--- config.mk ---
export PLATFORM = sky130hd
export DESIGN_NAME = dir_responder
export DESIGN_NICKNAME = d
export VERILOG_FILES = /design/src/inc/dir_pkg.sv /design/src/dir_responder.sv
export SDC_FILE = /design/constraint.sdc
export NUM_CORES = 1
export LEC_CHECK = 0
export BUFFER_PORTS_ARGS = -buffer_cell sky130_fd_sc_hd__buf_2
export CAP_MARGIN = 40
export CELL_PAD_IN_SITES_DETAIL_PLACEMENT = 0
export CELL_PAD_IN_SITES_GLOBAL_PLACEMENT = 1
export CORE_MARGIN = 5
export CORE_UTILIZATION = 40
export CTS_BUF_LIST = sky130_fd_sc_hd__clkbuf_16
export CTS_CLUSTER_DIAMETER = 100
export DETAILED_ROUTE_END_ITERATION = 10
export GPL_TIMING_DRIVEN = 0
export PLACE_DENSITY = 0.65
export SLEW_MARGIN = 20
export SYNTH_ARGS = -nofsm -noshare
export SYNTH_HDL_FRONTEND = slang
export SYNTH_SLANG_ARGS = --single-unit
--- constraint.sdc ---
create_clock -name clk -period 2 [get_ports clk]
set_input_delay 0.3 -clock clk [delete_from_list [all_inputs] [get_ports clk]]
set_output_delay 0.3 -clock clk [all_outputs]
set_load 0.01 [all_outputs]
--- src/inc/dir_pkg.sv ---
package dir_pkg;

   // register byte offsets
   localparam logic [7:0] DIR_OFS_CTRL     = 8'h00;
   localparam logic [7:0] DIR_OFS_CAPS     = 8'h04;
   localparam logic [7:0] DIR_OFS_CERT     = 8'h08;
   localparam logic [7:0] DIR_OFS_PROD     = 8'h0C;
   localparam logic [7:0] DIR_OFS_PTVDO    = 8'h10;
   localparam logic [7:0] DIR_OFS_STATUS   = 8'h14;
   localparam logic [7:0] DIR_OFS_HDR      = 8'h18;

   // identity header field positions
   localparam int DIR_HOST_BIT   = 31;
   localparam int DIR_DEV_BIT    = 30;
   localparam int DIR_UFP_LSB    = 27;
   localparam int DIR_MODAL_BIT  = 26;
   localparam int DIR_DFP_LSB    = 23;
   localparam int DIR_VID_LSB    = 0;

   // caps register field positions
   localparam int DIR_CAP_VID_LSB   = 0;
   localparam int DIR_CAP_UFP_LSB   = 16;
   localparam int DIR_CAP_DFP_LSB   = 19;
   localparam int DIR_CAP_HOST_BIT  = 22;
   localparam int DIR_CAP_DEV_BIT   = 23;
   localparam int DIR_CAP_MODAL_BIT = 24;
   localparam int DIR_CAP_PLUG_BIT  = 25;
   localparam int DIR_CAP_COND_BIT  = 26;
   localparam int DIR_CAP_ALT_BIT   = 27;

   localparam int DIR_CTRL_EN_BIT   = 0;

   // product-type codes
   localparam logic [2:0] DIR_UFP_UNDEF  = 3'h0;
   localparam logic [2:0] DIR_UFP_HUB    = 3'h1;
   localparam logic [2:0] DIR_UFP_PERIPH = 3'h2;
   localparam logic [2:0] DIR_UFP_AMA    = 3'h5;
   localparam logic [2:0] DIR_PLUG_UNDEF = 3'h0;
   localparam logic [2:0] DIR_PLUG_PASV  = 3'h3;
   localparam logic [2:0] DIR_PLUG_ACTV  = 3'h4;
   localparam logic [2:0] DIR_DFP_UNDEF  = 3'h0;
   localparam logic [2:0] DIR_DFP_HUB    = 3'h1;
   localparam logic [2:0] DIR_DFP_HOST   = 3'h2;
   localparam logic [2:0] DIR_DFP_BRICK  = 3'h3;
   localparam logic [2:0] DIR_DFP_AMC    = 3'h4;

   localparam logic [31:0] DIR_CTRL_RST  = 32'h0000_0000;
   localparam logic [31:0] DIR_CAPS_RST  = 32'h0000_0000;
   localparam logic [31:0] DIR_ZERO32    = 32'h0000_0000;

   localparam logic [1:0] DIR_RESP_OKAY   = 2'h0;
   localparam logic [1:0] DIR_RESP_SLVERR = 2'h2;

   // start-of-packet addressing of the incoming request
   localparam logic [1:0] DIR_SOP_PORT  = 2'h0;
   localparam logic [1:0] DIR_SOP_PRIME = 2'h1;

   localparam logic [2:0] DIR_CNT_HDR   = 3'h3;
   localparam logic [2:0] DIR_CNT_PT    = 3'h4;
   localparam logic [2:0] DIR_IDX_ZERO  = 3'h0;
   localparam logic [2:0] DIR_IDX_ONE   = 3'h1;

   typedef struct packed {
      logic        valid;
      logic [1:0]  sop;
   } dir_req_t;

   typedef struct packed {
      logic        valid;
      logic        last;
      logic [2:0]  index;
      logic [31:0] data;
   } dir_obj_t;

   typedef enum logic [3:0] {
      DIR_IDLE = 4'b0001,
      DIR_SEND = 4'b0010,
      DIR_DONE = 4'b0100,
      DIR_DROP = 4'b1000
   } dir_state_t;

endpackage

--- src/dir_responder.sv ---
`timescale 1ns/1ns
module dir_responder
   import dir_pkg::*;
(
   input  wire logic        clk,
   input  wire logic        rstn,
   input  wire logic [7:0]  s_axi_awaddr,
   input  wire logic        s_axi_awvalid,
   output      logic        s_axi_awready,
   input  wire logic [31:0] s_axi_wdata,
   input  wire logic [3:0]  s_axi_wstrb,
   input  wire logic        s_axi_wvalid,
   output      logic        s_axi_wready,
   output      logic [1:0]  s_axi_bresp,
   output      logic        s_axi_bvalid,
   input  wire logic        s_axi_bready,
   input  wire logic [7:0]  s_axi_araddr,
   input  wire logic        s_axi_arvalid,
   output      logic        s_axi_arready,
   output      logic [31:0] s_axi_rdata,
   output      logic [1:0]  s_axi_rresp,
   output      logic        s_axi_rvalid,
   input  wire logic        s_axi_rready,
   input  wire dir_req_t    req,
   output      dir_obj_t    obj,
   input  wire logic        obj_ready,
   output      logic        req_busy
);

   logic [31:0] ctrl_reg;
   logic [31:0] caps_reg;
   logic [31:0] cert_reg;
   logic [31:0] prod_reg;
   logic [31:0] ptvdo_reg;
   logic [7:0]  awaddr_reg;
   logic        aw_held_reg;
   logic [31:0] wdata_reg;
   logic [3:0]  wstrb_reg;
   logic        w_held_reg;
   logic        bvalid_reg;
   logic [1:0]  bresp_reg;
   logic        rvalid_reg;
   logic [31:0] rdata_reg;
   logic [1:0]  rresp_reg;
   dir_state_t  state_reg;
   dir_state_t  state_next;
   logic [2:0]  idx_reg;
   logic [2:0]  idx_next;
   dir_obj_t    obj_reg;
   dir_obj_t    obj_next;
   logic [7:0]  answered_reg;
   logic [7:0]  dropped_reg;

   // capability inputs from software
   wire         cap_host  = caps_reg[DIR_CAP_HOST_BIT];
   wire         cap_dev   = caps_reg[DIR_CAP_DEV_BIT];
   wire         cap_modal = caps_reg[DIR_CAP_MODAL_BIT];
   wire         cap_plug  = caps_reg[DIR_CAP_PLUG_BIT];
   wire         cap_cond  = caps_reg[DIR_CAP_COND_BIT];
   wire         cap_alt   = caps_reg[DIR_CAP_ALT_BIT];
   wire [2:0]   cap_ufp   = caps_reg[DIR_CAP_UFP_LSB +: 3];
   wire [2:0]   cap_dfp   = caps_reg[DIR_CAP_DFP_LSB +: 3];
   wire [15:0]  cap_vid   = caps_reg[DIR_CAP_VID_LSB +: 16];

   // upstream type; alt-mode support forces the adapter code and
   // reserved codes fall back to undefined
   wire         ufp_legal = (cap_ufp == DIR_UFP_HUB)    ||
                            (cap_ufp == DIR_UFP_PERIPH) ||
                            (cap_ufp == DIR_UFP_AMA);
   wire [2:0]   ufp_type  = cap_alt ? DIR_UFP_AMA :
                            ufp_legal ? cap_ufp : DIR_UFP_UNDEF;
   wire [2:0]   plug_type = cap_cond ? DIR_PLUG_ACTV :
                            DIR_PLUG_PASV;
   wire [2:0]   up_field  = cap_plug ? plug_type : ufp_type;

   wire         dfp_legal = (cap_dfp == DIR_DFP_HUB)   ||
                            (cap_dfp == DIR_DFP_HOST)  ||
                            (cap_dfp == DIR_DFP_BRICK) ||
                            (cap_dfp == DIR_DFP_AMC);
   // a plug has no downstream role
   wire [2:0]   dfp_type  = cap_plug ? DIR_DFP_UNDEF :
                            (cap_alt && cap_host) ? DIR_DFP_AMC :
                            dfp_legal ? cap_dfp : DIR_DFP_UNDEF;

   logic [31:0] id_header;
   always_comb begin
      id_header = DIR_ZERO32;
      id_header[DIR_HOST_BIT]       = cap_host;
      id_header[DIR_DEV_BIT]        = cap_dev;
      id_header[DIR_UFP_LSB +: 3]   = up_field;
      id_header[DIR_MODAL_BIT]      = cap_modal | cap_alt;
      id_header[DIR_DFP_LSB +: 3]   = dfp_type;
      id_header[DIR_VID_LSB +: 16]  = cap_vid;
   end

   // product-type object needed: adapter/controller or any cable
   wire         pt_needed = cap_plug ||
                            (ufp_type == DIR_UFP_AMA) ||
                            (dfp_type == DIR_DFP_AMC);
   wire [2:0]   last_idx  = pt_needed ? DIR_CNT_PT - DIR_IDX_ONE :
                            DIR_CNT_HDR - DIR_IDX_ONE;
   // a plug, passive or active, only hears primed addressing
   wire         sop_ok    = cap_plug ? (req.sop == DIR_SOP_PRIME)
                                     : (req.sop == DIR_SOP_PORT);
   wire         enabled   = ctrl_reg[DIR_CTRL_EN_BIT];

   logic [31:0] obj_word;
   always_comb begin
      case (idx_reg)
         DIR_IDX_ZERO: obj_word = id_header;
         DIR_IDX_ONE:  obj_word = cert_reg;
         DIR_CNT_HDR - DIR_IDX_ONE: obj_word = prod_reg;
         default: obj_word = ptvdo_reg;
      endcase
   end

   wire obj_take = obj_reg.valid && obj_ready;

   always_comb begin
      state_next = state_reg;
      idx_next   = idx_reg;
      obj_next   = obj_reg;
      case (state_reg)
         DIR_IDLE: begin
            if (req.valid && enabled && sop_ok) begin
               state_next = DIR_SEND;
               idx_next   = DIR_IDX_ZERO;
            end else if (req.valid) begin
               state_next = DIR_DROP;
            end
         end
         DIR_SEND: begin
            if (!obj_reg.valid || obj_take) begin
               if (obj_reg.valid && obj_reg.last) begin
                  obj_next.valid = 1'b0;
                  state_next     = DIR_DONE;
               end else begin
                  obj_next.valid = 1'b1;
                  obj_next.index = idx_reg;
                  obj_next.data  = obj_word;
                  obj_next.last  = (idx_reg == last_idx);
                  idx_next       = idx_reg + DIR_IDX_ONE;
               end
            end
         end
         DIR_DONE: state_next = DIR_IDLE;
         DIR_DROP: state_next = DIR_IDLE;
         default:  state_next = DIR_IDLE;
      endcase
   end

   always_ff @(posedge clk or negedge rstn) begin
      if (!rstn)
         state_reg <= DIR_IDLE;
      else
         state_reg <= state_next;
   end

   always_ff @(posedge clk or negedge rstn) begin
      if (!rstn)
         idx_reg <= DIR_IDX_ZERO;
      else
         idx_reg <= idx_next;
   end

   always_ff @(posedge clk or negedge rstn) begin
      if (!rstn)
         obj_reg <= '0;
      else
         obj_reg <= obj_next;
   end

   // eight-bit tallies wrap; software works with differences
   always_ff @(posedge clk or negedge rstn) begin
      if (!rstn)
         answered_reg <= 8'h00;
      else if (state_reg == DIR_DONE)
         answered_reg <= answered_reg + 8'h01;
   end

   always_ff @(posedge clk or negedge rstn) begin
      if (!rstn)
         dropped_reg <= 8'h00;
      else if (state_reg == DIR_DROP)
         dropped_reg <= dropped_reg + 8'h01;
   end

   assign obj      = obj_reg;
   assign req_busy = (state_reg != DIR_IDLE);

   // axi4-lite write: address and data accepted in either order
   assign s_axi_awready = !aw_held_reg && !bvalid_reg;
   assign s_axi_wready  = !w_held_reg && !bvalid_reg;
   wire   aw_take  = s_axi_awvalid && s_axi_awready;
   wire   w_take   = s_axi_wvalid && s_axi_wready;
   wire   wr_go    = aw_held_reg && w_held_reg;
   wire   wr_ctrl  = wr_go && (awaddr_reg == DIR_OFS_CTRL);
   wire   wr_caps  = wr_go && (awaddr_reg == DIR_OFS_CAPS);
   wire   wr_cert  = wr_go && (awaddr_reg == DIR_OFS_CERT);
   wire   wr_prod  = wr_go && (awaddr_reg == DIR_OFS_PROD);
   wire   wr_ptvdo = wr_go && (awaddr_reg == DIR_OFS_PTVDO);
   wire   wr_hit   = wr_ctrl || wr_caps || wr_cert || wr_prod || wr_ptvdo;

   function automatic logic [31:0] dir_merge(input logic [31:0] old,
                                             input logic [31:0] nw,
                                             input logic [3:0]  st);
      logic [31:0] r;
      r = old;
      for (int b = 0; b < 4; b++) begin
         if (st[b])
            r[b*8 +: 8] = nw[b*8 +: 8];
      end
      return r;
   endfunction

   // each channel waits in its holding register for the other one, so
   // the master may offer address and data in either order
   always_ff @(posedge clk or negedge rstn) begin
      if (!rstn) begin
         aw_held_reg <= 1'b0;
         w_held_reg  <= 1'b0;
         awaddr_reg  <= 8'h00;
         wdata_reg   <= DIR_ZERO32;
         wstrb_reg   <= 4'h0;
      end else begin
         if (aw_take) begin
            aw_held_reg <= 1'b1;
            awaddr_reg  <= s_axi_awaddr;
         end else if (wr_go) begin
            aw_held_reg <= 1'b0;
         end
         if (w_take) begin
            w_held_reg <= 1'b1;
            wdata_reg  <= s_axi_wdata;
            wstrb_reg  <= s_axi_wstrb;
         end else if (wr_go) begin
            w_held_reg <= 1'b0;
         end
      end
   end

   // identity values are only changed by software; a change during an
   // answer would mix old and new objects, so software should idle first
   always_ff @(posedge clk or negedge rstn) begin
      if (!rstn)
         ctrl_reg <= DIR_CTRL_RST;
      else if (wr_ctrl)
         ctrl_reg <= dir_merge(ctrl_reg, wdata_reg, wstrb_reg);
   end

   always_ff @(posedge clk or negedge rstn) begin
      if (!rstn)
         caps_reg <= DIR_CAPS_RST;
      else if (wr_caps)
         caps_reg <= dir_merge(caps_reg, wdata_reg, wstrb_reg);
   end

   always_ff @(posedge clk or negedge rstn) begin
      if (!rstn)
         cert_reg <= DIR_ZERO32;
      else if (wr_cert)
         cert_reg <= dir_merge(cert_reg, wdata_reg, wstrb_reg);
   end

   always_ff @(posedge clk or negedge rstn) begin
      if (!rstn)
         prod_reg <= DIR_ZERO32;
      else if (wr_prod)
         prod_reg <= dir_merge(prod_reg, wdata_reg, wstrb_reg);
   end

   always_ff @(posedge clk or negedge rstn) begin
      if (!rstn)
         ptvdo_reg <= DIR_ZERO32;
      else if (wr_ptvdo)
         ptvdo_reg <= dir_merge(ptvdo_reg, wdata_reg, wstrb_reg);
   end

   // a new response outranks the clear of the one before it
   always_ff @(posedge clk or negedge rstn) begin
      if (!rstn)
         bvalid_reg <= 1'b0;
      else if (wr_go)
         bvalid_reg <= 1'b1;
      else if (s_axi_bready)
         bvalid_reg <= 1'b0;
   end

   always_ff @(posedge clk or negedge rstn) begin
      if (!rstn)
         bresp_reg <= DIR_RESP_OKAY;
      else if (wr_go)
         bresp_reg <= wr_hit ? DIR_RESP_OKAY : DIR_RESP_SLVERR;
   end

   assign s_axi_bvalid = bvalid_reg;
   assign s_axi_bresp  = bresp_reg;

   // axi4-lite read
   assign s_axi_arready = !rvalid_reg;
   wire   ar_take  = s_axi_arvalid && s_axi_arready;
   wire [31:0] status_word = {8'h00, dropped_reg, answered_reg,
                              4'h0, state_reg};
   logic [31:0] rd_word;
   logic        rd_hit;
   always_comb begin
      rd_hit  = 1'b1;
      rd_word = DIR_ZERO32;
      if (s_axi_araddr == DIR_OFS_CTRL)
         rd_word = ctrl_reg;
      else if (s_axi_araddr == DIR_OFS_CAPS)
         rd_word = caps_reg;
      else if (s_axi_araddr == DIR_OFS_CERT)
         rd_word = cert_reg;
      else if (s_axi_araddr == DIR_OFS_PROD)
         rd_word = prod_reg;
      else if (s_axi_araddr == DIR_OFS_PTVDO)
         rd_word = ptvdo_reg;
      else if (s_axi_araddr == DIR_OFS_STATUS)
         rd_word = status_word;
      else if (s_axi_araddr == DIR_OFS_HDR)
         rd_word = id_header;
      else
         rd_hit = 1'b0;
   end

   always_ff @(posedge clk or negedge rstn) begin
      if (!rstn)
         rvalid_reg <= 1'b0;
      else if (ar_take)
         rvalid_reg <= 1'b1;
      else if (s_axi_rready)
         rvalid_reg <= 1'b0;
   end

   always_ff @(posedge clk or negedge rstn) begin
      if (!rstn) begin
         rdata_reg <= DIR_ZERO32;
         rresp_reg <= DIR_RESP_OKAY;
      end else if (ar_take) begin
         rdata_reg <= rd_word;
         rresp_reg <= rd_hit ? DIR_RESP_OKAY : DIR_RESP_SLVERR;
      end
   end

   assign s_axi_rvalid = rvalid_reg;
   assign s_axi_rdata  = rdata_reg;
   assign s_axi_rresp  = rresp_reg;

endmodule

Yosys cells after proc, flatten, opt, wreduce, memory -nomap -nowiden
Index checks and enable logic that the tools add are counted.
W data, S select, Z words.
{ "op_classes": {"n_addsub": 3, "mul": 0, "n_div": 0, "order_cmp": 0, "n_eq_ne": 33, "shift": 0, "muxes": 43, "bitwise": 2, "n_reduce_logical": 66} }
{ "ops": {"columns": ["cell", "count"], "rows": [
  ["$mux W32", 7],
  ["$pmux W32 S3", 1],
  ["$reduce_and A2 Y1", 21],
  ["$eq A8 B4 Y1 const B", 4],
  ["$eq A8 B5 Y1 const B", 4],
  ["$mux W3", 10],
  ["$mux W1", 17],
  ["$add A8 B1 Y8 const B", 2],
  ["$eq A8 B3 Y1 const B", 2],
  ["$logic_and A1 B1 Y1", 16],
  ["$logic_not A8 Y1", 2],
  ["$mux W4", 4],
  ["$eq A3 B2 Y1 const B", 4],
  ["$eq A3 B3 Y1 const B", 4],
  ["$logic_or A1 B1 Y1", 12],
  ["$reduce_bool A2 Y1", 5],
  ["$eq A3 B1 Y1 const B", 3],
  ["$ne A2 B2 Y1 const B", 4],
  ["$pmux W4 S2", 1],
  ["$pmux W3 S2", 1],
  ["$reduce_and A3 Y1", 2],
  ["$logic_not A1 Y1", 5],
  ["$eq A4 B1 Y1 const B", 1],
  ["$eq A4 B2 Y1 const B", 1],
  ["other kinds (13)", 14]
]} }
{ "word_totals": {"regBits": 304, "latch_bits": 0, "ram_bits": 0, "romBits": 0, "inputBits": 63, "out_inout_bits": 79, "memories": 0} }

Logic depth before layout (Yosys ltp)
Gate-level depths: netlist (run 1).
{ "logic_depth": {"ltp_word": 14, "depth_mapped": 8} }

Least setup slack after synthesis (run 1)
OpenSTA, ideal clock, no wires.
{ "synth_timing": {"kind": "flip-flop to flip-flop", "from": "reg awaddr_reg[1]", "to": "reg ptvdo_reg[0]", "arrival_time_ns": 1.748, "required_ns": 1.875, "slack_ns": 0.127, "path_stages_with_launch": 7, "period_less_slack_ns": 1.873, "cell_sequence": "dfrtp_1 -> nor3_2 -> nand4_4 -> nor3_4 -> and3_1 -> buf_6 -> mux2_2"} }
{ "synth_via": {"elab_chain_cells": 3} }
{ "synth_lines": {"columns": ["item", "line", "rtl"], "rows": [
  ["start, declared", "dir_responder.sv:35", "logic [7:0] awaddr_reg;"],
  ["start signal, assigned", "dir_responder.sv:228", "awaddr_reg <= s_axi_awaddr;"],
  ["$eq A8 B5 Y1", "dir_responder.sv:201", "wire wr_ptvdo = wr_go && (awaddr_reg == DIR_OFS_PTVDO);"],
  ["$logic_and A1 B1 Y1", "dir_responder.sv:201", null],
  ["$reduce_and A2 Y1 (no source line)", null, null],
  ["end signal, assigned", "dir_responder.sv:276", "ptvdo_reg <= dir_merge(ptvdo_reg, wdata_reg, wstrb_reg);"],
  ["end, declared", "dir_responder.sv:34", "logic [31:0] ptvdo_reg;"]
]} }
Every way passes these cells.
A chain may end at the register's enable or synchronous reset.

Worst setup path after layout (run 1)
{ "layout_timing": {"from": "reg awaddr_reg[1]", "to": "reg ptvdo_reg[25]"} }
Same word-level chain as after synthesis.

==> results of run 1 <==
[power groups by stage]
stage                     Clock [uW]  Combinational [uW]  Sequential (uW)
final                           5950                2610             8150
after global routing            6330                2850             8300
after CTS                       6090                2600             8130
after detailed placement           0                2450             8190
after global placement             0                2370             8170
after floorplan                    0                1710             7730
[cell families (layout without fill, tap and decap cells)]
group	Yosys count	in the layout
flip-flops	302	302
AO/OA/AOI/OAI	220	220
multiplexers	262	262
AND/OR/NAND/NOR	228	228
other	1	2
adder cells (fa/ha/maj)	6	6
XOR/XNOR	16	16
buffers and inverters	79	298
[worst max-delay path, cell delays in order (launching register included)]
cell,delay (ns)
dfrtp_1,0.40
nor3_4,0.27
nand4_4,0.20
nor3_4,0.21
buf_6,0.15
and3_4,0.20
buf_12,0.15
mux2_4,0.30
[cell type report]
cell class              count  area [um2]
plain buffers              65         434
clock buffers              37         926
clock inverters            23         124
fillers                  3157       17500
inverters                  10        37.5
multi-input cells         734        6280
flip-flops and latches    302        7560
well taps                 455         569
repair buffers            163         977
[worst max path at each step]
stage / end / cells after the start
after CTS: ptvdo_reg[28]$_DFFE_PN0P_ / 7
after global routing: cert_reg[27]$_DFFE_PN0P_ / 5
after floorplan: ptvdo_reg[0]$_DFFE_PN0P_ / 6
after detailed placement: obj[30]$_DFFE_PN0P_ / 8
final: ptvdo_reg[25]$_DFFE_PN0P_ / 7
after global placement: obj[20]$_DFFE_PN0P_ / 1
[per-layer routing]
layer,track usage,up-vias,wire (um)
met5,0,-,0
met4,0.0727,0,1380
met3,0.0364,71,2280
met2,0.360,315,20300
met1,0.321,5213,19800
li1,-,4502,-
[stage by stage]
step	setup slack (ns)	TNS (ns)	power (uW)	area (um2)
5_1_grt	-0.0926	-3.00	17500	16900
4_1_cts	-0.0609	-0.815	16800	16800
6_report	-0.00944	-0.0681	16700	16900
2_1_floorplan	0.127	0	9440	13900
3_5_place_dp	-0.812	-47.04	10600	15300
3_3_place_gp	-5.31	-1636.07	10500	15100
[cells in the final DEF (no fill, tap or decap), types with 10 or more instances in the layout]
master,count
mux2i_1,35
a21oi_1,49
inv_1,17
mux2_4,33
clkbuf_16,37
nand2_2,12
nor2b_1,10
nand2_1,63
buf_2,154
xnor2_1,11
a222oi_1,16
mux4_2,14
dfrtp_1,300
a221oi_2,12
o21ai_0,44
nor3_1,10
nand3_1,14
nor2_1,72
a22o_1,30
clkbuf_1,18
mux2_2,178
buf_4,23
[timing repair]
action                                  in CTS  in global routing
gates resized for setup                     95                 41
endpoints found under the setup margin     214                183
pin swaps                                    7                  9
hold buffers                                 3                  0
setup buffers                               16                  0
endpoints found under the hold margin       83                  0
cloned                                       1                  0
==> summary.txt, run 1 <==
Worst setup path
  • R2R depth: 7
  • Worst setup SP type: flip-flop
  • Kind of critical path: flip-flop to flip-flop
  • CP Data Required Time: 2.39 ns
  • Critical Path Start: awaddr_reg[1]$_DFFE_PN0P_
  • Critical Path Fanout Max: 8
  • Worst setup EP type: flip-flop
  • Arr. time, crit path: 2.40 ns
  • Critical R2R Launch: awaddr_reg[1]$_DFFE_PN0P_
  • FF-to-FF End: ptvdo_reg[25]$_DFFE_PN0P_
  • R2R Setup Slk: -0.009 ns

Yosys
  • Most used DFF post-synth: dfrtp_1
  • Combinational family with the most area after synthesis: multiplexers
  • Count leader, synth: dfrtp_1
  • Top-area cell type share of the netlist area: 0.543
  • Flops & latches, synth: 302
  • XOR/XNOR Fraction of Synth Area: 0.0101
  • Sequential area share after synthesis: 0.545
  • Area share of fa/ha/maj cells after synthesis: 0.00541
  • Multiplexer share of the synthesized area: 0.221
  • Ys Warns: 0
  • Simple-Gate Fraction of Synth Area: 0.0828
  • Area leader, netlist: dfrtp_1
  • Cell variety after synth: 62
  • Post-synth EDFFs: 0
  • Synth cell count leaders: dfrtp_1, mux2_2, nor2_1
  • Synth Area in Compound Gates: 0.109
  • Synthesized area per cell: 12.5 um2
  • Top post-synthesis cells by area: dfrtp_1, mux2_2, mux2i_1
  • Post-Syn Area: 0.0139 mm2
  • Cells after synthesis: 1114
  • Ys async rst share: 1.00

Finish
  • Layout Nets: 1381
  • Ant diodes: 0
  • Max reg flops: 37
  • Non-filler cells in the finished layout: 1789
  • Final design utilization: 0.492
  • Layout area overhead: 21.8%
  • Share of cells above drive strength 1: 0.400

GRT
  • Remaining global-route overflow: 0
  • Initial antenna violation count: 0
  • Global-route wire length before repair: 67200 um
  • Vias in the first global route: 10700
  • Total Routing Usage GR: 0.227
  • Largest net degree at the start of global routing: 86

Run
  • Max-Cap Viols: 0

Route
  • Via count: 10100
  • Routed WL: 43800 um
  • DRC: 0
  • First-pass DRT Iterations: 7
  • Drt initial violations: 813
  • DRT antenna net count: 0
  • Via/cell ratio: 5.65
  • Drt wl/cell: 24.5 um

STA
  • Tmin final: 2.01 ns
  • Max Clock Freq: 498 MHz
  • RSZ-0062 raised after global routing: yes
  • Max-slew violations: 0
  • Final hold slack: 0.0229 ns
  • Worst Tran Pin Value: 0.836 ns
  • Headroom to the max-slew limit: 0.443
  • Fin crit share: 1.00
  • Endpoints failing setup: 13
  • Clock skew: 0.0115 ns
  • Final Hold Fails: 0
  • Setup WS post-layout: -0.00944 ns

Pwr
  • Cell Int Power: 11800 uW
  • Switching component of the power: 4940 uW
  • Sequential power share: 0.488
  • Max VDD drop: 808 uV
  • Switch share: 0.296
  • Combinational power share: 0.156
  • P_leak: 0.00792 uW
  • Cell Pwr Density: 988 mW/mm2
  • Clock network fraction of total power: 0.356

Floorplanning
  • Initial core utilization: 0.404
  • Die area: 0.0385 mm2
  • Ports: 142
  • Chip height: 196 um
  • Die W: 196 um
  • Core Rows: 68
  • Core area: 0.0344 mm2

Min path
  • Hold EP: wdata_reg[26]$_DFFE_PN0P_
  • Hold depth: 2
  • HP Start: s_axi_wdata[26]
  • Hold WC Path Type: input pin to flip-flop

Status
  • Status: complete, but fails checks
  • Failing checks: negative setup slack

Clocking
  • H-tree depth: 2
  • Clk sinks: 302
  • Clk_lat worst skew: 0.51 ns
  • CTS buffer count: 36
  • Clock Tree Buf Depth: 3
  • CTS tree: done
  • Clk root buf: clkbuf_16
  • Clock transition at the registers of the reported paths: 0.06 ns

Place
  • HPWL Detailed: 30300 um
  • Count of buffers from port buffering: 137
  • Inst Count DP: 1713
  • Routability Congestion: 0.871
(Power assumes the default switching activity.)
==> run 2, diff against run 1 <==
--- a/config.mk
+++ b/config.mk
@@ -16,6 +16,7 @@
 export DETAILED_ROUTE_END_ITERATION = 10
 export GPL_TIMING_DRIVEN = 0
 export PLACE_DENSITY = 0.65
+export REMOVE_ABC_BUFFERS = 1
 export SLEW_MARGIN = 20
 export SYNTH_ARGS = -nofsm -noshare
 export SYNTH_HDL_FRONTEND = slang
==> run 2 against run 1 <==
Against the previous run: the run now ends clean; highest routed layer unchanged; wire length decreased by 8.6%; first-iteration DRC count decreased by 40%; final area increased by 0.95%; critical endpoint unchanged; sequential power about the same; flip-flop and latch count unchanged; non-clock buffer count decreased by 26; largest power group unchanged; critical path type unchanged; clock-buffer cell count unchanged; die area unchanged.
==> summary.txt, run 2 (synthesis gave the netlist of run 1 again) <==
Status
  • Status: finished, final reports clean

Route
  • Routed wl met3: 2230 um (-2.2%)
  • Drt initial violations: 491 (-40%)
  • Via count: 9799 (-3.0%)
  • DRC: 0 (unchanged)
  • Wl on met1: 18200 um (-8.2%)
  • Top layer in use: met4
  • Via/cell ratio: 5.55 (-1.8%)
  • Routed WL: 40000 um (-8.6%)
  • Drt wl/cell: 22.7 um (-7.4%)
  • DRT antenna net count: 0 (unchanged)
  • First-pass DRT Iterations: 7 (unchanged)
  • Met2 WL post-DR: 18800 um (-7.8%)

Worst setup path
  • Arr. time, crit path: 2.37 ns (-0.03 ns)
  • Kind of critical path: flip-flop to flip-flop
  • CP Data Required Time: 2.39 ns (about the same)
  • Critical Path Fanout Max: 8 (unchanged)
  • Worst setup EP type: flip-flop
  • Worst setup SP type: flip-flop

STA
  • Max Clock Freq: 505 MHz (+1.4%)
  • Setup WS post-layout: 0.0180 ns (+0.0275 ns)
  • Max-slew violations: 0 (unchanged)
  • Tmin final: 1.98 ns (-0.0275 ns)
  • Final Hold Fails: 0 (unchanged)
  • RSZ-0062 raised after global routing: yes
  • Fin crit share: 0.991 (-0.0137)
  • Endpoints failing setup: 0 (-13)
  • Clock skew: 0.0149 ns (+0.00338 ns)
  • Headroom to the max-slew limit: 0.539 (+0.0967)
  • Worst Tran Pin Value: 0.691 ns (-0.145 ns)

Finish
  • Most frequent cells in the layout: dfrtp_1, mux2_2, buf_2, nor2_1, nand2_1
  • Most common cell after layout, fill and taps aside: dfrtp_1
  • Final design utilization: 0.497 (+0.00470)
  • Share of cells above drive strength 1: 0.397 (-0.00320)
  • Layout area overhead: 23.0%
  • Non-filler cells in the finished layout: 1767 (-1.2%)
  • FILL cells: 3119 (-1.2%)
  • Layout Nets: 1356 (-1.8%)
  • Ant diodes: 0 (unchanged)
  • Max reg flops: 37 (unchanged)

GRT
  • Initial antenna violation count: 0 (unchanged)
  • Vias in the first global route: 10300 (-3.5%)
  • Largest net degree at the start of global routing: 87 (+1.2%)
  • Total Routing Usage GR: 0.210 (-0.0172)
  • Global-route wire length before repair: 63000 um (-6.3%)
  • Remaining global-route overflow: 0 (unchanged)

Clocking
  • Clk root buf: clkbuf_16
  • H-tree depth: 2 (unchanged)
  • Clock transition at the registers of the reported paths: 0.05 ns (about the same)
  • Clock Tree Buf Depth: 3 (unchanged)
  • Clk_lat worst skew: 0.51 ns (about the same)
  • Clk sinks: 302 (unchanged)
  • CTS tree: done
  • CTS buffer count: 36 (unchanged)

Min path
  • Hold WC Path Type: input pin to flip-flop

Floorplanning
  • Die area: 0.0385 mm2 (unchanged)
  • Ports: 142 (unchanged)
  • Core Rows: 68 (unchanged)
  • Die W: 196 um (unchanged)
  • Chip height: 196 um (unchanged)
  • Core area: 0.0344 mm2 (unchanged)
  • Initial core utilization: 0.404 (unchanged)

Pwr
  • P_leak: 0.00797 uW (+0.59%)
  • Cell Pwr Density: 974 mW/mm2 (-1.5%)
  • Max VDD drop: 886 uV (+9.7%)

Place
  • Dpl ws: -0.906 ns (-0.0936 ns)
  • Inst Count DP: 1659 (-3.2%)
  • Count of buffers from port buffering: 139 (+1.5%)
  • Routability Congestion: 0.778 (-11%)
  • HPWL Detailed: 25400 um (-16%)

Run
  • Max-Cap Viols: 0 (unchanged)
[run 2: repair_timing]
item / in CTS / in global routing
cloned: 2 / 0
pin swaps: 8 / 10
hold buffers: 11 / 0
gates resized for setup: 55 / 38
setup endpoints to repair: 215 / 153
setup buffers: 24 / 8
hold endpoints to repair: 81 / 0
[run 2: power by group]
group / total, uW / switching [uW] / internal, uW
Combinational: 2530 / 1180 / 1350
Sequential: 8150 / 1180 / 6970
Clock: 5930 / 2480 / 3450
[run 2: layout make-up]
| cell class | count | area [um2] | area share |
|---|---|---|---|
| Sequential cell | 302 | 7560 | 0.443 |
| Clock inverter | 26 | 129 | 0.00755 |
| Timing Repair Buffer | 202 | 1500 | 0.0879 |
| Multi-Input combinational cell | 735 | 6340 | 0.371 |
| Clock buffer | 37 | 926 | 0.0543 |
| Inverter | 10 | 43.8 | 0.00257 |
| Tap cell | 455 | 569 | 0.0334 |
[run 2: per-layer routing]
metal,up-vias,global-route usage
met1,5007,0.299
met4,0,0.0553
met3,68,0.0366
met5,-,0
met2,257,0.333
li1,4467,-
[run 2: final timing paths]
check                                             end  cells after the start  slack, ns                        from
max reg2reg                 ptvdo_reg[25]$_DFFE_PN0P_                      6       0.02   awaddr_reg[1]$_DFFE_PN0P_
min reg2reg                dropped_reg[7]$_DFFE_PN0N_                      1       0.47  dropped_reg[7]$_DFFE_PN0N_
max                         ptvdo_reg[25]$_DFFE_PN0P_                      6       0.02   awaddr_reg[1]$_DFFE_PN0P_
min in group asynchronous         obj[17]$_DFFE_PN0P_                      2       0.37                        rstn
max in group asynchronous      idx_reg[0]$_DFFE_PN0P_                      3       0.76                        rstn
min                         wdata_reg[30]$_DFFE_PN0P_                      2       0.02             s_axi_wdata[30]
[run 2: per-stage QoR]
step	cell area (um2)	TNS (ns)	hold slack [ns]	power, uW
floorplan	13500	-51.74	0.00441	9320
global placement	14800	-1933.40	0.460	10400
detailed placement	15200	-55.18	0.326	10600
CTS	16800	-0.405	0.000935	16800
global route	17100	-2.46	0.0129	17500
finish	17100	0	0.0230	16600
[run 2: critical path, cell delays in order (launching register included)]
cell	delay, ns
dfrtp_1	0.40
nor3_4	0.24
nand4_4	0.21
nor3_4	0.21
buf_6	0.14
and3_4	0.32
mux2_4	0.33
==> run 3, diff against run 2 <==
--- a/config.mk
+++ b/config.mk
@@ -15,7 +15,7 @@
 export CTS_CLUSTER_DIAMETER = 100
 export DETAILED_ROUTE_END_ITERATION = 10
 export GPL_TIMING_DRIVEN = 0
-export PLACE_DENSITY = 0.65
+export PLACE_DENSITY = 0.68
 export REMOVE_ABC_BUFFERS = 1
 export SLEW_MARGIN = 20
 export SYNTH_ARGS = -nofsm -noshare
==> constraint.sdc (replaced) <==
create_clock -name clk -period 1.6 [get_ports clk]
set_input_delay 0.24 -clock clk [delete_from_list [all_inputs] [get_ports clk]]
set_output_delay 0.24 -clock clk [all_outputs]
set_load 0.01 [all_outputs]
==> run 3 against run 2 <==
Against the previous run: the run now ends with negative setup slack left; clock power rose by 24%; critical path depth up 1; total power increased by 31%; hold slack worse by 0.0024 ns; final area up 10%; via count is 4.9% higher; clock skew is essentially flat; wire length rose by 6.9%; global-route usage grew 0.73 points; critical endpoint is now cert_reg[4]$_DFFE_PN0P_; sequential power up 26%; clock-buffer cell count unchanged.
==> summary.txt, run 3 (synthesis gave the netlist of run 1 again) <==
Status
  • Status: complete, but fails checks
  • Failing checks: negative setup slack

STA
  • Final Hold Fails: 0 (unchanged)
  • Clock skew: 0.0147 ns (-0.000244 ns)
  • Max Clock Freq: 488 MHz (-3.2%)
  • Setup TNS: -65.86 ns (-65.86 ns)
  • Tmin final: 2.05 ns (+0.0662 ns)
  • Worst Tran Pin Value: 0.721 ns (+0.0301 ns)
  • Headroom to the max-slew limit: 0.517 (-0.0222)
  • RSZ-0062 raised after global routing: yes
  • Final hold slack: 0.0206 ns (-0.00244 ns)
  • Fin crit share: 1.28 (+0.289)
  • Endpoints failing setup: 197 (+197)
  • Setup WS post-layout: -0.448 ns (-0.466 ns)
  • Max-slew violations: 0 (unchanged)

Pwr
  • P_leak: 0.00860 uW (+7.9%)
  • Switching component of the power: 6530 uW (+35%)
  • Switch share: 0.300 (+0.00772)
  • Clock network fraction of total power: 0.338 (-0.019)
  • Sequential power share: 0.472 (-0.019)
  • Cell Int Power: 15300 uW (+30%)
  • Pwr Total: 21800 uW (+31%)
  • Combinational power share: 0.191 (+0.039)
  • Max VDD drop: 705 uV (-20%)
  • Cell Pwr Density: 1160 mW/mm2 (+19%)

Worst setup path
  • CP Data Required Time: 1.98 ns (-0.41 ns)
  • Critical Path Fanout Max: 8 (unchanged)
  • Worst setup EP type: flip-flop
  • FF-to-FF End: cert_reg[4]$_DFFE_PN0P_
  • CP cell instances: nor3_4 > nand4_4 > buf_6 > nor3b_4 > buf_6 > nand2_8 > mux2_4
  • R2R Setup Slk: -0.45 ns (-0.47 ns)
  • Most Frequent Cell on Critical Path: buf_6
  • R2R depth: 7 (+1)
  • Worst setup SP type: flip-flop
  • Critical Path Start: awaddr_reg[1]$_DFFE_PN0P_
  • Kind of critical path: flip-flop to flip-flop
  • Crit-path max cell delay: 0.40 ns (about the same)
  • Arr. time, crit path: 2.43 ns (+0.06 ns)
  • Critical R2R Launch: awaddr_reg[1]$_DFFE_PN0P_
  • CP endpoint: cert_reg[4]$_DFFE_PN0P_
  • Critical-path top delay cell: dfrtp_1

Floorplanning
  • Core area: 0.0344 mm2 (unchanged)
  • Core Rows: 68 (unchanged)
  • Die W: 196 um (unchanged)
  • Die area: 0.0385 mm2 (unchanged)
  • Ports: 142 (unchanged)
  • Chip height: 196 um (unchanged)
  • Initial core utilization: 0.404 (unchanged)

Place
  • HPWL Detailed: 25300 um (-0.24%)
  • Count of buffers from port buffering: 139 (unchanged)
  • Dpl ws: -1.31 ns (-0.400 ns)
  • Routability Congestion: 0.788 (+1.3%)

Clocking
  • Clock Tree Buf Depth: 3 (unchanged)
  • Clk root buf: clkbuf_16
  • Clk_lat worst skew: 0.51 ns (about the same)
  • CTS buffer count: 35 (-2.8%)
  • Clk sinks: 302 (unchanged)
  • CTS tree: done
  • Clock transition at the registers of the reported paths: 0.06 ns (about the same)
  • H-tree depth: 2 (unchanged)

Finish
  • Ant diodes: 0 (unchanged)
  • Most frequent cells in the layout: dfrtp_1, mux2_2, buf_2, nor2_1, nand2_1
  • Share of cells above drive strength 1: 0.448 (+0.0507)
  • Layout area overhead: 35.3%
  • Max reg flops: 37 (unchanged)
  • Layout Nets: 1443 (+6.4%)
  • Most common cell after layout, fill and taps aside: dfrtp_1

Run
  • Max-Cap Viols: 0 (unchanged)

Route
  • Routed WL: 42800 um (+6.9%)
  • DRT antenna net count: 0 (unchanged)
  • DRC: 0 (unchanged)
  • Drt wl/cell: 23.1 um (+2.0%)
  • Via count: 10300 (+4.9%)
  • Drt initial violations: 621 (+26%)
  • Via/cell ratio: 5.55 (about the same)
  • First-pass DRT Iterations: 5 (-2)

GRT
  • Total Routing Usage GR: 0.217 (+0.00732)
  • Vias in the first global route: 10600 (+2.4%)
  • Remaining global-route overflow: 0 (unchanged)
  • Global-route wire length before repair: 64800 um (+2.8%)
  • Largest net degree at the start of global routing: 98 (+13%)
  • Initial antenna violation count: 0 (unchanged)

Min path
  • Hold WC Path Type: input pin to flip-flop
-- run 3: routing by layer --
metal	wire (um)	GRT usage
met1	19300	0.298
met3	2110	0.0388
met2	20200	0.357
met4	1190	0.0587
met5	0	0
-- run 3: worst min-delay path by stage --
stage / slack [ns] / end / depth (start not counted) / from
2_1_floorplan: -0.06 / answered_reg[0]$_DFFE_PN0N_ / 0 / rstn
3_3_place_gp: 0.42 / s_axi_bvalid$_DFFE_PN0P_ / 2 / s_axi_bready
3_5_place_dp: 0.15 / obj[17]$_DFFE_PN0P_ / 1 / rstn
4_1_cts: 0.01 / wstrb_reg[0]$_DFFE_PN0P_ / 2 / s_axi_wstrb[0]
5_1_grt: 0.02 / state_reg[0]$_DFFE_PN1P_ / 3 / req[2]
6_report: 0.02 / wdata_reg[4]$_DFFE_PN0P_ / 2 / s_axi_wdata[4]
-- run 3: power groups by stage --
stage	Sequential, uW	Clock, uW	Combinational, uW
2_1_floorplan	9670	0	1980
3_3_place_gp	10200	0	2810
3_5_place_dp	10200	0	2960
4_1_cts	10200	7550	3920
5_1_grt	10400	7860	4450
6_report	10300	7360	4150
-- run 3: area by class of cell --
type | count | area [um2]
repair buffers | 289 | 2610
well taps | 455 | 569
flip-flops and latches | 302 | 7560
fillers | 2968 | 15600
clock buffers | 37 | 926
multi-input cells | 736 | 6950
clock inverters | 24 | 123
inverters | 10 | 45.0
-- run 3: worst max-delay path: cells and delay by family, from the launching register on --
family	cells	cell delay [ns]
mux	1	0.35
buf+inv	2	0.38
simple gates	4	0.79
flops	1	0.40
-- run 3: timing repair --
item,CTS,global route
gates cloned,7,2
setup endpoints to repair,273,343
gates resized for setup,177,73
endpoints found under the hold margin,88,0
setup buffers,56,29
hold buffers,45,0
pin swaps,61,37
-- run 3: through the flow --
step,utilization,cell area (um2),cells
detailed placement,0.444,15200,1660
global placement,0.431,14800,1640
finish,0.547,18800,1853
CTS,0.531,18200,1829
global route,0.547,18800,1853
floorplan,-,13500,1046
